[src/inc/tocu_pkg.sv]
// Shared constants and types of the timer output compare unit.
// Assumes a 32-bit APB register bus and one system clock.
package tocu_pkg;

  localparam int unsigned CNT_W  = 16;
  localparam int unsigned ADDR_W = 8;

  // Register byte offsets
  localparam logic [ADDR_W-1:0] OFS_CTRL    = 8'h00;
  localparam logic [ADDR_W-1:0] OFS_IRQ_EN  = 8'h04;
  localparam logic [ADDR_W-1:0] OFS_FLAGS   = 8'h08;
  localparam logic [ADDR_W-1:0] OFS_FORCE   = 8'h0C;
  localparam logic [ADDR_W-1:0] OFS_CNT_LO  = 8'h10;
  localparam logic [ADDR_W-1:0] OFS_CNT_HI  = 8'h14;
  localparam logic [ADDR_W-1:0] OFS_CMPA_LO = 8'h18;
  localparam logic [ADDR_W-1:0] OFS_CMPA_HI = 8'h1C;
  localparam logic [ADDR_W-1:0] OFS_CMPB_LO = 8'h20;
  localparam logic [ADDR_W-1:0] OFS_CMPB_HI = 8'h24;
  localparam logic [ADDR_W-1:0] OFS_PORT    = 8'h28;

  // CTRL field positions
  localparam int unsigned CTRL_WGM_LSB  = 0;
  localparam int unsigned CTRL_CS_LSB   = 4;
  localparam int unsigned CTRL_ACTA_LSB = 8;
  localparam int unsigned CTRL_ACTB_LSB = 10;
  // Flag / enable bit positions
  localparam int unsigned BIT_CMPA = 0;
  localparam int unsigned BIT_CMPB = 1;
  localparam int unsigned BIT_OVF  = 2;
  // PORT field positions
  localparam int unsigned PORT_VAL_LSB = 0;
  localparam int unsigned PORT_DIR_LSB = 2;

  // Reset values and fixed counter limits
  localparam logic [CNT_W-1:0] CNT_RST  = 16'h0000;
  localparam logic [CNT_W-1:0] CNT_MAX  = 16'hFFFF;
  localparam logic [CNT_W-1:0] TOP_8B   = 16'h00FF;
  localparam logic [CNT_W-1:0] TOP_9B   = 16'h01FF;
  localparam logic [CNT_W-1:0] TOP_10B  = 16'h03FF;
  localparam logic [3:0]       WGM_RST  = 4'h0;
  localparam logic [2:0]       CS_RST   = 3'h0;
  localparam logic [1:0]       ACT_NONE = 2'h0;
  localparam logic [1:0]       ACT_TGL  = 2'h1;
  localparam logic [1:0]       ACT_CLR  = 2'h2;
  localparam logic [1:0]       ACT_SET  = 2'h3;

  typedef enum {MD_NORMAL, MD_CTC, MD_FAST, MD_PC, MD_PFC} tocu_mode_t;

  // What the counter tells each compare channel in one cycle
  typedef struct packed {
    logic       hit_en;   // Timer tick with matches not blocked
    logic       pwm;      // Buffering active
    logic       fast;     // Single-slope PWM
    logic       dual;     // Dual-slope PWM
    logic       down;     // Counting down (dual slope)
    logic       reload;   // Load active value from buffer now
    logic       bottom;   // Fast PWM restart from bottom now
  } tocu_cnt_info_t;

  typedef struct packed {
    logic [CNT_W-1:0] cmp_act;
    logic [CNT_W-1:0] cmp_buf;
    logic             out_st;
  } tocu_chan_st_t;

endpackage

[src/core/tocu_top.sv]
// Timer output compare unit: 16-bit counter, two compare channels,
// match and overflow flags, and the APB register slave.
// Assumes a prescaler tick and the capture value on the same clock.
//
// Behaviour
// - Each channel compares count with its value; match flags next tick.
// - Enabled set flag raises a request; servicing it clears the flag.
// - Writing one to a flag bit clears it; zero leaves it.
// - Channel A value can set the counter TOP in modes selecting it.
// - Compare value is buffered in PWM modes, not in normal or CTC.
// - Buffered value moves to active only at TOP or BOTTOM.
// - CPU writes buffer when buffered else active; hardware never alters.
// - Compare reads return both bytes directly, not via the latch.
// - High byte goes to the latch; low write moves both in one cycle.
// - Force strobe in non-PWM modes acts as match, no flag, no reload.
// - Counter write blocks matches of the next timer tick.
// - Compare output state is kept across waveform mode changes.
// - Output action is unbuffered and applies from the next match.
// - Compare output state clears to zero at reset.
// - Nonzero action overrides port value; direction bit still rules.
// - Output action has no effect on input capture.
// - Action zero leaves the compare output unchanged on match.
// - Mode sets counting; action picks polarity or set, clear, toggle.
// - Normal mode always counts up and wraps from MAX to zero.
// - Normal mode sets overflow as counter becomes zero; only sets.
// - Normal mode accepts counter writes at any time.
// - Clock source zero stops counting; counter stays accessible.
// - CPU counter write wins over clear or count.
//
// The register addresses and the APB interface to the registers were chosen for this implementation.
module tocu_top
  import tocu_pkg::*;
(
  input  wire logic              clk_sys,     // System clock, 25 MHz
  input  wire logic              arst_n,      // Async reset, low
  input  wire logic              psel,        // APB select
  input  wire logic              penable,     // APB enable
  input  wire logic              pwrite,      // APB direction
  input  wire logic [ADDR_W-1:0] paddr,       // APB byte address
  input  wire logic [31:0]       pwdata,      // APB write data
  output logic [31:0]            prdata,      // APB read data
  output logic                   pready,      // APB ready
  output logic                   pslverr,     // APB error
  input  wire logic              tmr_tick,    // Prescaler tick
  input  wire logic [CNT_W-1:0]  capture_value, // TOP in ICR modes
  input  wire logic [2:0]        irq_ack,     // Request serviced
  output logic [2:0]             irq_req,     // Requests A, B, ovf
  output logic [1:0]             pin_o,       // Pin level A, B
  output logic [1:0]             pin_oe_n     // Pin drive, low
);

  typedef struct packed {
    logic [3:0]       wgm;
    logic [2:0]       cs;
    logic [1:0]       act_a;
    logic [1:0]       act_b;
    logic [2:0]       ien;
    logic [2:0]       flags;
    logic [CNT_W-1:0] count;
    logic [7:0]       temp;
    logic             block;
    logic             down;
    logic [1:0]       port_val;
    logic [1:0]       dir;
    logic [1:0]       pin_o;
    logic [1:0]       pin_oe_n;
    logic [2:0]       irq;
    logic             pready;
    logic             pslverr;
    logic [31:0]      prdata;
  } tocu_top_st_t;

  tocu_top_st_t   st_q, st_d;
  tocu_cnt_info_t info;
  tocu_mode_t     mode;
  logic [CNT_W-1:0] top;
  logic [CNT_W-1:0] cmp_a, cmp_b, buf_a, buf_b;
  logic           hit_a, hit_b, out_a, out_b;
  logic           tick, wr_done, rd_prep;
  logic           wr_cnt, wr_cmpa, wr_cmpb;
  logic [1:0]     force_stb;
  logic [CNT_W-1:0] wr16;
  logic [7:0]     wbyte;

  function automatic tocu_mode_t mode_of(input logic [3:0] w);
    case (w)
      4'h0, 4'hD:                 mode_of = MD_NORMAL;
      4'h4, 4'hC:                 mode_of = MD_CTC;
      4'h5, 4'h6, 4'h7, 4'hE, 4'hF: mode_of = MD_FAST;
      4'h8, 4'h9:                 mode_of = MD_PFC;
      default:                    mode_of = MD_PC;
    endcase
  endfunction

  function automatic logic [CNT_W-1:0] top_of(
    input logic [3:0]       w,
    input logic [CNT_W-1:0] ocr_a,
    input logic [CNT_W-1:0] icr
  );
    case (w)
      4'h1, 4'h5:                 top_of = TOP_8B;
      4'h2, 4'h6:                 top_of = TOP_9B;
      4'h3, 4'h7:                 top_of = TOP_10B;
      4'h4, 4'h9, 4'hB, 4'hF:     top_of = ocr_a;
      4'h8, 4'hA, 4'hC, 4'hE:     top_of = icr;
      default:                    top_of = CNT_MAX;
    endcase
  endfunction

  function automatic logic [7:0] sel_byte(
    input logic [CNT_W-1:0] v,
    input logic             hi
  );
    sel_byte = hi ? v[15:8] : v[7:0];
  endfunction

  always_comb begin
    mode = mode_of(st_q.wgm);
    top  = top_of(st_q.wgm, cmp_a, capture_value);
    // Stopped clock source means no timer ticks at all
    tick = tmr_tick && (st_q.cs != CS_RST);
    wbyte = pwdata[7:0];
    wr16  = {st_q.temp, wbyte};
    // Write side effects take place at the completing edge, read side effects one edge earlier
    wr_done = psel && penable && st_q.pready && pwrite;
    rd_prep = psel && penable && !st_q.pready && !pwrite;
    wr_cnt  = wr_done && (paddr == OFS_CNT_LO);
    wr_cmpa = wr_done && (paddr == OFS_CMPA_LO);
    wr_cmpb = wr_done && (paddr == OFS_CMPB_LO);
    force_stb[0] = wr_done && (paddr == OFS_FORCE) && pwdata[0];
    force_stb[1] = wr_done && (paddr == OFS_FORCE) && pwdata[1];

    info.hit_en = tick && !st_q.block;
    info.pwm    = (mode == MD_FAST) || (mode == MD_PC) ||
                  (mode == MD_PFC);
    info.fast   = (mode == MD_FAST);
    info.dual   = (mode == MD_PC) || (mode == MD_PFC);
    info.down   = st_q.down;
    info.bottom = tick && info.fast && (st_q.count == top);
    case (mode)
      MD_FAST: info.reload = tick && (st_q.count == top);
      MD_PC:   info.reload = tick && (st_q.count == top);
      MD_PFC:  info.reload = tick && (st_q.count == CNT_RST);
      default: info.reload = 1'b0;
    endcase
  end

  always_comb begin
    st_d = st_q;

    // Flag clears come before every set so that a same-cycle event wins
    if (wr_done && paddr == OFS_FLAGS) begin
      st_d.flags = st_d.flags & ~pwdata[2:0];
    end
    st_d.flags = st_d.flags & ~irq_ack;

    // Counting sequence follows the mode alone
    if (tick) begin
      case (mode)
        MD_NORMAL: begin
          st_d.count = st_q.count + 16'h0001;
          if (st_q.count == CNT_MAX) st_d.flags[BIT_OVF] = 1'b1;
        end
        MD_CTC: begin
          if (st_q.count == top) st_d.count = CNT_RST;
          else st_d.count = st_q.count + 16'h0001;
          if (st_q.count == CNT_MAX) st_d.flags[BIT_OVF] = 1'b1;
        end
        MD_FAST: begin
          // Equality only: a count above TOP runs on through MAX
          if (st_q.count == top) begin
            st_d.count = CNT_RST;
            st_d.flags[BIT_OVF] = 1'b1;
          end else begin
            st_d.count = st_q.count + 16'h0001;
          end
        end
        default: begin
          if (!st_q.down) begin
            if (st_q.count == top) begin
              st_d.down  = 1'b1;
              st_d.count = st_q.count - 16'h0001;
            end else begin
              st_d.count = st_q.count + 16'h0001;
            end
          end else if (st_q.count == CNT_RST) begin
            st_d.down  = 1'b0;
            st_d.count = st_q.count + 16'h0001;
            st_d.flags[BIT_OVF] = 1'b1;
          end else begin
            st_d.count = st_q.count - 16'h0001;
          end
        end
      endcase
    end
    if (!info.dual) st_d.down = 1'b0;

    // A counter write blocks matches until the next tick has passed
    if (tick) st_d.block = 1'b0;
    if (wr_cnt) begin
      st_d.count = wr16;
      st_d.block = 1'b1;
    end

    if (hit_a) st_d.flags[BIT_CMPA] = 1'b1;
    if (hit_b) st_d.flags[BIT_CMPB] = 1'b1;
    if (tick && mode == MD_NORMAL && st_q.count == CNT_MAX) begin
      st_d.flags[BIT_OVF] = 1'b1;
    end

    // Plain register writes
    if (wr_done) begin
      case (paddr)
        OFS_CTRL: begin
          // Mode change leaves the channel output states alone
          st_d.wgm   = pwdata[CTRL_WGM_LSB +: 4];
          st_d.cs    = pwdata[CTRL_CS_LSB +: 3];
          st_d.act_a = pwdata[CTRL_ACTA_LSB +: 2];
          st_d.act_b = pwdata[CTRL_ACTB_LSB +: 2];
        end
        OFS_IRQ_EN: st_d.ien = pwdata[2:0];
        OFS_CNT_HI, OFS_CMPA_HI, OFS_CMPB_HI: begin
          st_d.temp = wbyte;
        end
        OFS_PORT: begin
          st_d.port_val = pwdata[PORT_VAL_LSB +: 2];
          st_d.dir      = pwdata[PORT_DIR_LSB +: 2];
        end
        default: st_d.temp = st_q.temp;
      endcase
    end

    // APB: one wait state, answer registered
    st_d.pready  = psel && penable && !st_q.pready;
    st_d.pslverr = 1'b0;
    if (psel && penable && !st_q.pready) begin
      case (paddr)
        OFS_CTRL, OFS_IRQ_EN, OFS_FLAGS, OFS_FORCE, OFS_CNT_LO,
        OFS_CNT_HI, OFS_CMPA_LO, OFS_CMPA_HI, OFS_CMPB_LO,
        OFS_CMPB_HI, OFS_PORT: st_d.pslverr = 1'b0;
        default:               st_d.pslverr = 1'b1;
      endcase
    end
    if (rd_prep) begin
      st_d.prdata = 32'h0000_0000;
      case (paddr)
        OFS_CTRL: begin
          st_d.prdata[CTRL_WGM_LSB +: 4]  = st_q.wgm;
          st_d.prdata[CTRL_CS_LSB +: 3]   = st_q.cs;
          st_d.prdata[CTRL_ACTA_LSB +: 2] = st_q.act_a;
          st_d.prdata[CTRL_ACTB_LSB +: 2] = st_q.act_b;
        end
        OFS_IRQ_EN: st_d.prdata[2:0] = st_q.ien;
        OFS_FLAGS:  st_d.prdata[2:0] = st_q.flags;
        OFS_CNT_LO: begin
          // Low read snapshots the high byte for a coherent pair
          st_d.prdata[7:0] = sel_byte(st_q.count, 1'b0);
          st_d.temp        = sel_byte(st_q.count, 1'b1);
        end
        OFS_CNT_HI:  st_d.prdata[7:0] = st_q.temp;
        OFS_CMPA_LO: st_d.prdata[7:0] =
                       sel_byte(info.pwm ? buf_a : cmp_a, 1'b0);
        OFS_CMPA_HI: st_d.prdata[7:0] =
                       sel_byte(info.pwm ? buf_a : cmp_a, 1'b1);
        OFS_CMPB_LO: st_d.prdata[7:0] =
                       sel_byte(info.pwm ? buf_b : cmp_b, 1'b0);
        OFS_CMPB_HI: st_d.prdata[7:0] =
                       sel_byte(info.pwm ? buf_b : cmp_b, 1'b1);
        OFS_PORT: begin
          st_d.prdata[PORT_VAL_LSB +: 2] = st_q.port_val;
          st_d.prdata[PORT_DIR_LSB +: 2] = st_q.dir;
          st_d.prdata[5:4]               = {out_b, out_a};
        end
        default: st_d.prdata = 32'h0000_0000;
      endcase
    end

    // Requests follow flags gated by their enables
    st_d.irq = st_q.flags & st_q.ien;

    // Any nonzero action hands the pin value to the compare output;
    // the direction bit alone decides whether the pin is driven
    st_d.pin_o[0] = (st_q.act_a != ACT_NONE) ? out_a
                                             : st_q.port_val[0];
    st_d.pin_o[1] = (st_q.act_b != ACT_NONE) ? out_b
                                             : st_q.port_val[1];
    st_d.pin_oe_n = ~st_q.dir;
  end

  always_ff @(posedge clk_sys or negedge arst_n) begin
    if (!arst_n) begin
      st_q          <= '0;
      st_q.wgm      <= WGM_RST;
      st_q.cs       <= CS_RST;
      st_q.count    <= CNT_RST;
      st_q.pin_oe_n <= 2'h3;
    end else begin
      st_q <= st_d;
    end
  end

  tocu_channel u_chan_a (
    .clk_sys   (clk_sys),
    .arst_n    (arst_n),
    .cnt       (st_q.count),
    .info      (info),
    .action    (st_q.act_a),
    .force_stb (force_stb[0]),
    .wr_en     (wr_cmpa),
    .wr_data   (wr16),
    .hit       (hit_a),
    .cmp_act   (cmp_a),
    .cmp_buf   (buf_a),
    .out_st    (out_a)
  );

  tocu_channel u_chan_b (
    .clk_sys   (clk_sys),
    .arst_n    (arst_n),
    .cnt       (st_q.count),
    .info      (info),
    .action    (st_q.act_b),
    .force_stb (force_stb[1]),
    .wr_en     (wr_cmpb),
    .wr_data   (wr16),
    .hit       (hit_b),
    .cmp_act   (cmp_b),
    .cmp_buf   (buf_b),
    .out_st    (out_b)
  );

  // The input capture unit is outside; no action bit reaches it
  assign prdata   = st_q.prdata;
  assign pready   = st_q.pready;
  assign pslverr  = st_q.pslverr;
  assign irq_req  = st_q.irq;
  assign pin_o    = st_q.pin_o;
  assign pin_oe_n = st_q.pin_oe_n;

endmodule

[src/core/tocu_channel.sv]
// One compare channel: active and buffered compare value, match
// detection and the internal compare output state.
// Assumes the counter unit supplies tick, mode and reload timing.
module tocu_channel
  import tocu_pkg::*;
(
  input  wire logic             clk_sys,    // System clock
  input  wire logic             arst_n,     // Async reset, low
  input  wire logic [CNT_W-1:0] cnt,        // Current count
  input  tocu_cnt_info_t        info,       // Counter timing info
  input  wire logic [1:0]       action,     // Output action select
  input  wire logic             force_stb,  // Force compare strobe
  input  wire logic             wr_en,      // Compare value write
  input  wire logic [CNT_W-1:0] wr_data,    // Value written
  output logic                  hit,        // Real match this tick
  output logic [CNT_W-1:0]      cmp_act,    // Active compare value
  output logic [CNT_W-1:0]      cmp_buf,    // Buffered value
  output logic                  out_st      // Compare output state
);

  tocu_chan_st_t st_q, st_d;
  logic          act_ev;
  logic          nxt;

  always_comb begin
    st_d = st_q;
    hit  = info.hit_en && (cnt == st_q.cmp_act);
    act_ev = hit || (force_stb && !info.pwm);
    nxt = st_q.out_st;
    if (info.pwm) begin
      // Inverted or non-inverted waveform only
      if (info.fast) begin
        if (hit && action == ACT_CLR) nxt = 1'b0;
        if (hit && action == ACT_SET) nxt = 1'b1;
        if (info.bottom && action == ACT_CLR) nxt = 1'b1;
        if (info.bottom && action == ACT_SET) nxt = 1'b0;
      end else if (hit) begin
        if (action == ACT_CLR) nxt = info.down;
        if (action == ACT_SET) nxt = !info.down;
      end
    end else if (act_ev) begin
      case (action)
        ACT_TGL: nxt = !st_q.out_st;
        ACT_CLR: nxt = 1'b0;
        ACT_SET: nxt = 1'b1;
        default: nxt = st_q.out_st;
      endcase
    end
    // Action is read live, so a new setting hits the next match
    st_d.out_st = nxt;
    if (info.pwm && info.reload) st_d.cmp_act = st_q.cmp_buf;
    if (wr_en) begin
      if (info.pwm) st_d.cmp_buf = wr_data;
      else st_d.cmp_act = wr_data;
    end
  end

  always_ff @(posedge clk_sys or negedge arst_n) begin
    if (!arst_n) begin
      st_q <= '{cmp_act: CNT_RST, cmp_buf: CNT_RST, out_st: 1'b0};
    end else begin
      st_q <= st_d;
    end
  end

  assign cmp_act = st_q.cmp_act;
  assign cmp_buf = st_q.cmp_buf;
  assign out_st  = st_q.out_st;

endmodule

[config.mk]
export PLATFORM = sky130hd
export DESIGN_NAME = tocu_top
export DESIGN_NICKNAME = d
export VERILOG_FILES = /design/src/inc/tocu_pkg.sv /design/src/core/tocu_top.sv /design/src/core/tocu_channel.sv
export SDC_FILE = /design/constraint.sdc
export NUM_CORES = 1
export LEC_CHECK = 0
export BUFFER_PORTS_ARGS = -buffer_cell sky130_fd_sc_hd__buf_2
export CAP_MARGIN = 25
export CORE_UTILIZATION = 31
export DETAILED_ROUTE_END_ITERATION = 12
export PLACE_DENSITY = 0.56
export SLEW_MARGIN = 30
export SYNTH_ARGS = -nofsm -noshare
export SYNTH_HDL_FRONTEND = slang
export SYNTH_HIERARCHICAL = 1
export SYNTH_SLANG_ARGS = --single-unit
[constraint.sdc]
create_clock -name clk_sys -period 3.3 [get_ports clk_sys]
set_input_delay 0.33 -clock clk_sys [delete_from_list [all_inputs] [get_ports clk_sys]]
set_output_delay 0.33 -clock clk_sys [all_outputs]
set_load 0.02 [all_outputs]
==> results.toml <==
[synthesis]
synth-compound-area-share_pct = 18.2
synth_top_area_cell = "dfrtp_1"
yosys.area_share.xor_xnor_pct = 4.53
synth_async_sr_flop_share_pct = 100
synth_fa_ha_area_share_pct = 0.963
yosys.area_share.simple_pct = 18.1
yosys.area.top_type_share_pct = 36.3
synth_area_leaders = "dfrtp_1, mux2i_1, mux2_2, nand2_1, o21ai_0"
syn_area_um2 = 9090
synth_most_common_cell = "dfrtp_1"
ys.flop_type = "dfrtp_1"
synth_top_family_by_area = "compound AO/OA/AOI/OAI gates"
synthCells = 1037
ys_seq_area_share_pct = 36.9
syn_area_per_cell_um2 = 8.77
muxShareOfSynthArea_pct = 14.0
yosysWarnings = 6
synth_cell_types = 72
ys_seq_elements = 134
synth_edf_count = 0
synth_commonest_cells = "dfrtp_1, nand2_1, nor2_1, o21ai_0, mux2i_1"

[floorplanning]
top_level_ports = 106
start_util_pct = 31.6
die_height_um = 173
core_area_um2 = 28800
fp.dieW_um = 173
rows = 62
die_area_um2 = 30000

[clocking]
cts_made_buffers = 17
clk_latency_ns = 0.43
clk_path_buf_depth = 2
h-tree-depth = 4
cts_root_buf = "clkbuf_16"
cts_tree = "done"
clkTransAtPathRegs_ns = 0.06
cts.sinks = 134

[worst_setup_path]
start_kind = "register"
worstPathMaxFanout = 6
crit_type = "reg -> reg"
cp-end-kind = "register"
arrival_ns = 3.56
required_ns = 3.63

[place]
place.gp.congestion = 0.911
portBuffers = 65
dp_slack_ns = -0.0431
dp_hpwl_mm = 23.5
place_area_um2 = 10100

[drt]
drt-wirelength-per-cell_um = 21.0
drc = 0
first_pass_iters = 8
postRouteAntennaNets = 0
num_vias = 8435
drt_iter0_drc = 801
viasPerCell = 5.53
routed_wirelength_mm = 32.1

[final_layout]
nets = 1202
diodes = 0
syn2layout_area_growth_pct = 18.5
final_cell_area_um2 = 10800
nFillCells = 2956
drive_above_1_share_pct = 23.5

[global_route]
overflow = 0
track_usage_pct = 21.1
grt_pass1_wl_mm = 48.2
grt_pass1_vias = 8094
grt_max_degree = 69
grt_antenna_before_repair = 0

[sta]
slew_headroom_pct = 55.1
hold_viol = 0
setup_ws_ns = 0.0702
worst_pin_slew_ns = 0.673
report.final.slew_viol_count = 0
hold_ws_ns = 0.136
fin_worst_skew_ns = 0.0108
rsz0062_at_grt = "yes"
max_freq_mhz = 310
setup_viol = 0
finalCritPeriodShare_pct = 97.9
fin_crit_ns = 3.23

[power]
p_clk_share_pct = 46.8
swShare_pct = 26.5
pwr_density_cell_nw_per_um2 = 362
p_int_mw = 2.86
finalPower_mw = 3.90
vdd_drop_max_mv = 0.376
leakage_nw = 4.94
p_switching_mw = 1.03
pwr-share-seq_pct = 43.4
power_frac_comb_pct = 9.8

[worst_hold_path]
hold_class = "in -> reg"

[outcome]
status = "complete, no violations"

[flow_run]
maxCapViolCount = 0
[kinds of logic after synthesis]
logic type      after synthesis
simple gates                347
compound gates              254
flops                       134
buf+inv                     126
mux                         121
xor+xnor                     47
fa+ha+maj                     7
other cells                   1
[power by group through the flow]
stage | registers [mW] | logic, mW | clock network [mW]
2_1_floorplan | 1.72 | 0.210 | 0
3_3_place_gp | 1.72 | 0.374 | 0
3_5_place_dp | 1.72 | 0.376 | 0
4_1_cts | 1.69 | 0.379 | 1.84
5_1_grt | 1.69 | 0.412 | 1.90
6_report | 1.69 | 0.382 | 1.82
[worst max-delay path, cell delays in order (launching register included)]
cell,delay [ns]
dfrtp_2,0.47
or2_4,0.30
buf_4,0.15
o21a_1,0.18
o22ai_1,0.19
xnor2_1,0.18
o2111a_1,0.29
nand4_2,0.18
nor3_2,0.16
buf_4,0.16
nand3_1,0.07
and4b_1,0.22
o21ai_0,0.24
a2111oi_2,0.12
a211oi_2,0.24
[state kept, by name, indices dropped and copies added, names as in the netlist]
register          cells
info                  1
irq_req               3
pin_o                 2
pin_oe_n              2
prdata               12
pready                1
pslverr               1
st_q                 46
u_chan_a/cmp_act     16
u_chan_a/cmp_buf     16
u_chan_a/out_st       1
u_chan_b/cmp_act     16
u_chan_b/cmp_buf     16
u_chan_b/out_st       1
[routing by layer]
metal	global-route usage [%]	up-vias	routed length (µm)
met5	0	-	0
met4	8.59	0	1200
met3	4.10	74	2140
met2	35.2	380	15200
met1	26.8	4110	13500
li1	-	3871	-
[path summary, 6_finish.rpt]
kind	cells after the start	slack (ns)	from	to
setup / recovery	14	0.07	st_q[87]$_DFFE_PN0P_	u_chan_b/out_st$_DFFE_PN0P_
hold / removal	2	0.14	pwdata[9]	st_q[80]$_DFFE_PN0P_
setup reg to reg	14	0.07	st_q[87]$_DFFE_PN0P_	u_chan_b/out_st$_DFFE_PN0P_
hold reg to reg	1	0.44	st_q[41]$_DFFE_PN0P_	pin_oe_n[0]$_DFF_PN1_
max in group asynchronous	3	1.93	arst_n	st_q[47]$_DFF_PN0_
min in group asynchronous	2	0.50	arst_n	st_q[75]$_DFFE_PN0P_
[metrics by stage]
| stage | setup TNS, ns | utilization [%] | cells |
|---|---|---|---|
| finish | 0 | 37.5 | 1526 |
| global route | -0.175 | 37.5 | 1526 |
| floorplan | 0 | - | 1056 |
| CTS | 0 | 37.1 | 1524 |
| global placement | 0 | 35.1 | 1492 |
| detailed placement | -0.0487 | 35.1 | 1492 |
[layout make-up]
type	count	area [µm²]	area share [%]
multi-input cells	796	5240	48.6
flip-flops and latches	134	3360	31.2
repair buffers	154	1040	9.67
well taps	384	480	4.46
clock buffers	20	457	4.24
inverters	27	105	0.975
clock inverters	11	103	0.952
[layout by cell type, fill, tap and decap left out, types with 12 or more instances in the layout]
cell type,Yosys,layout
xnor2_1,19,19
o22ai_1,22,22
dfrtp_1,132,130
mux2i_1,68,68
mux2_2,53,53
nand3_1,24,24
inv_1,25,25
nor4_1,14,14
nor2b_1,13,12
clkbuf_16,0,17
xor2_1,28,28
a221oi_1,17,15
nand2b_1,12,12
a21oi_1,38,38
nor3_1,24,22
o21ai_0,81,79
buf_4,43,83
a31oi_1,13,13
conb_1,1,20
nand2_1,119,118
a22oi_1,23,23
buf_2,9,64
nor2_1,87,85
[repair_timing]
action                     CTS  global route
hold endpoints to repair    65             0
setup endpoints to repair    5            45
cloned                       0             0
pin swaps                    0             6
resized for setup            4            24
setup buffers                0             2
hold buffers                 1             0
Note: power is estimated with default switching activity, not from simulation.
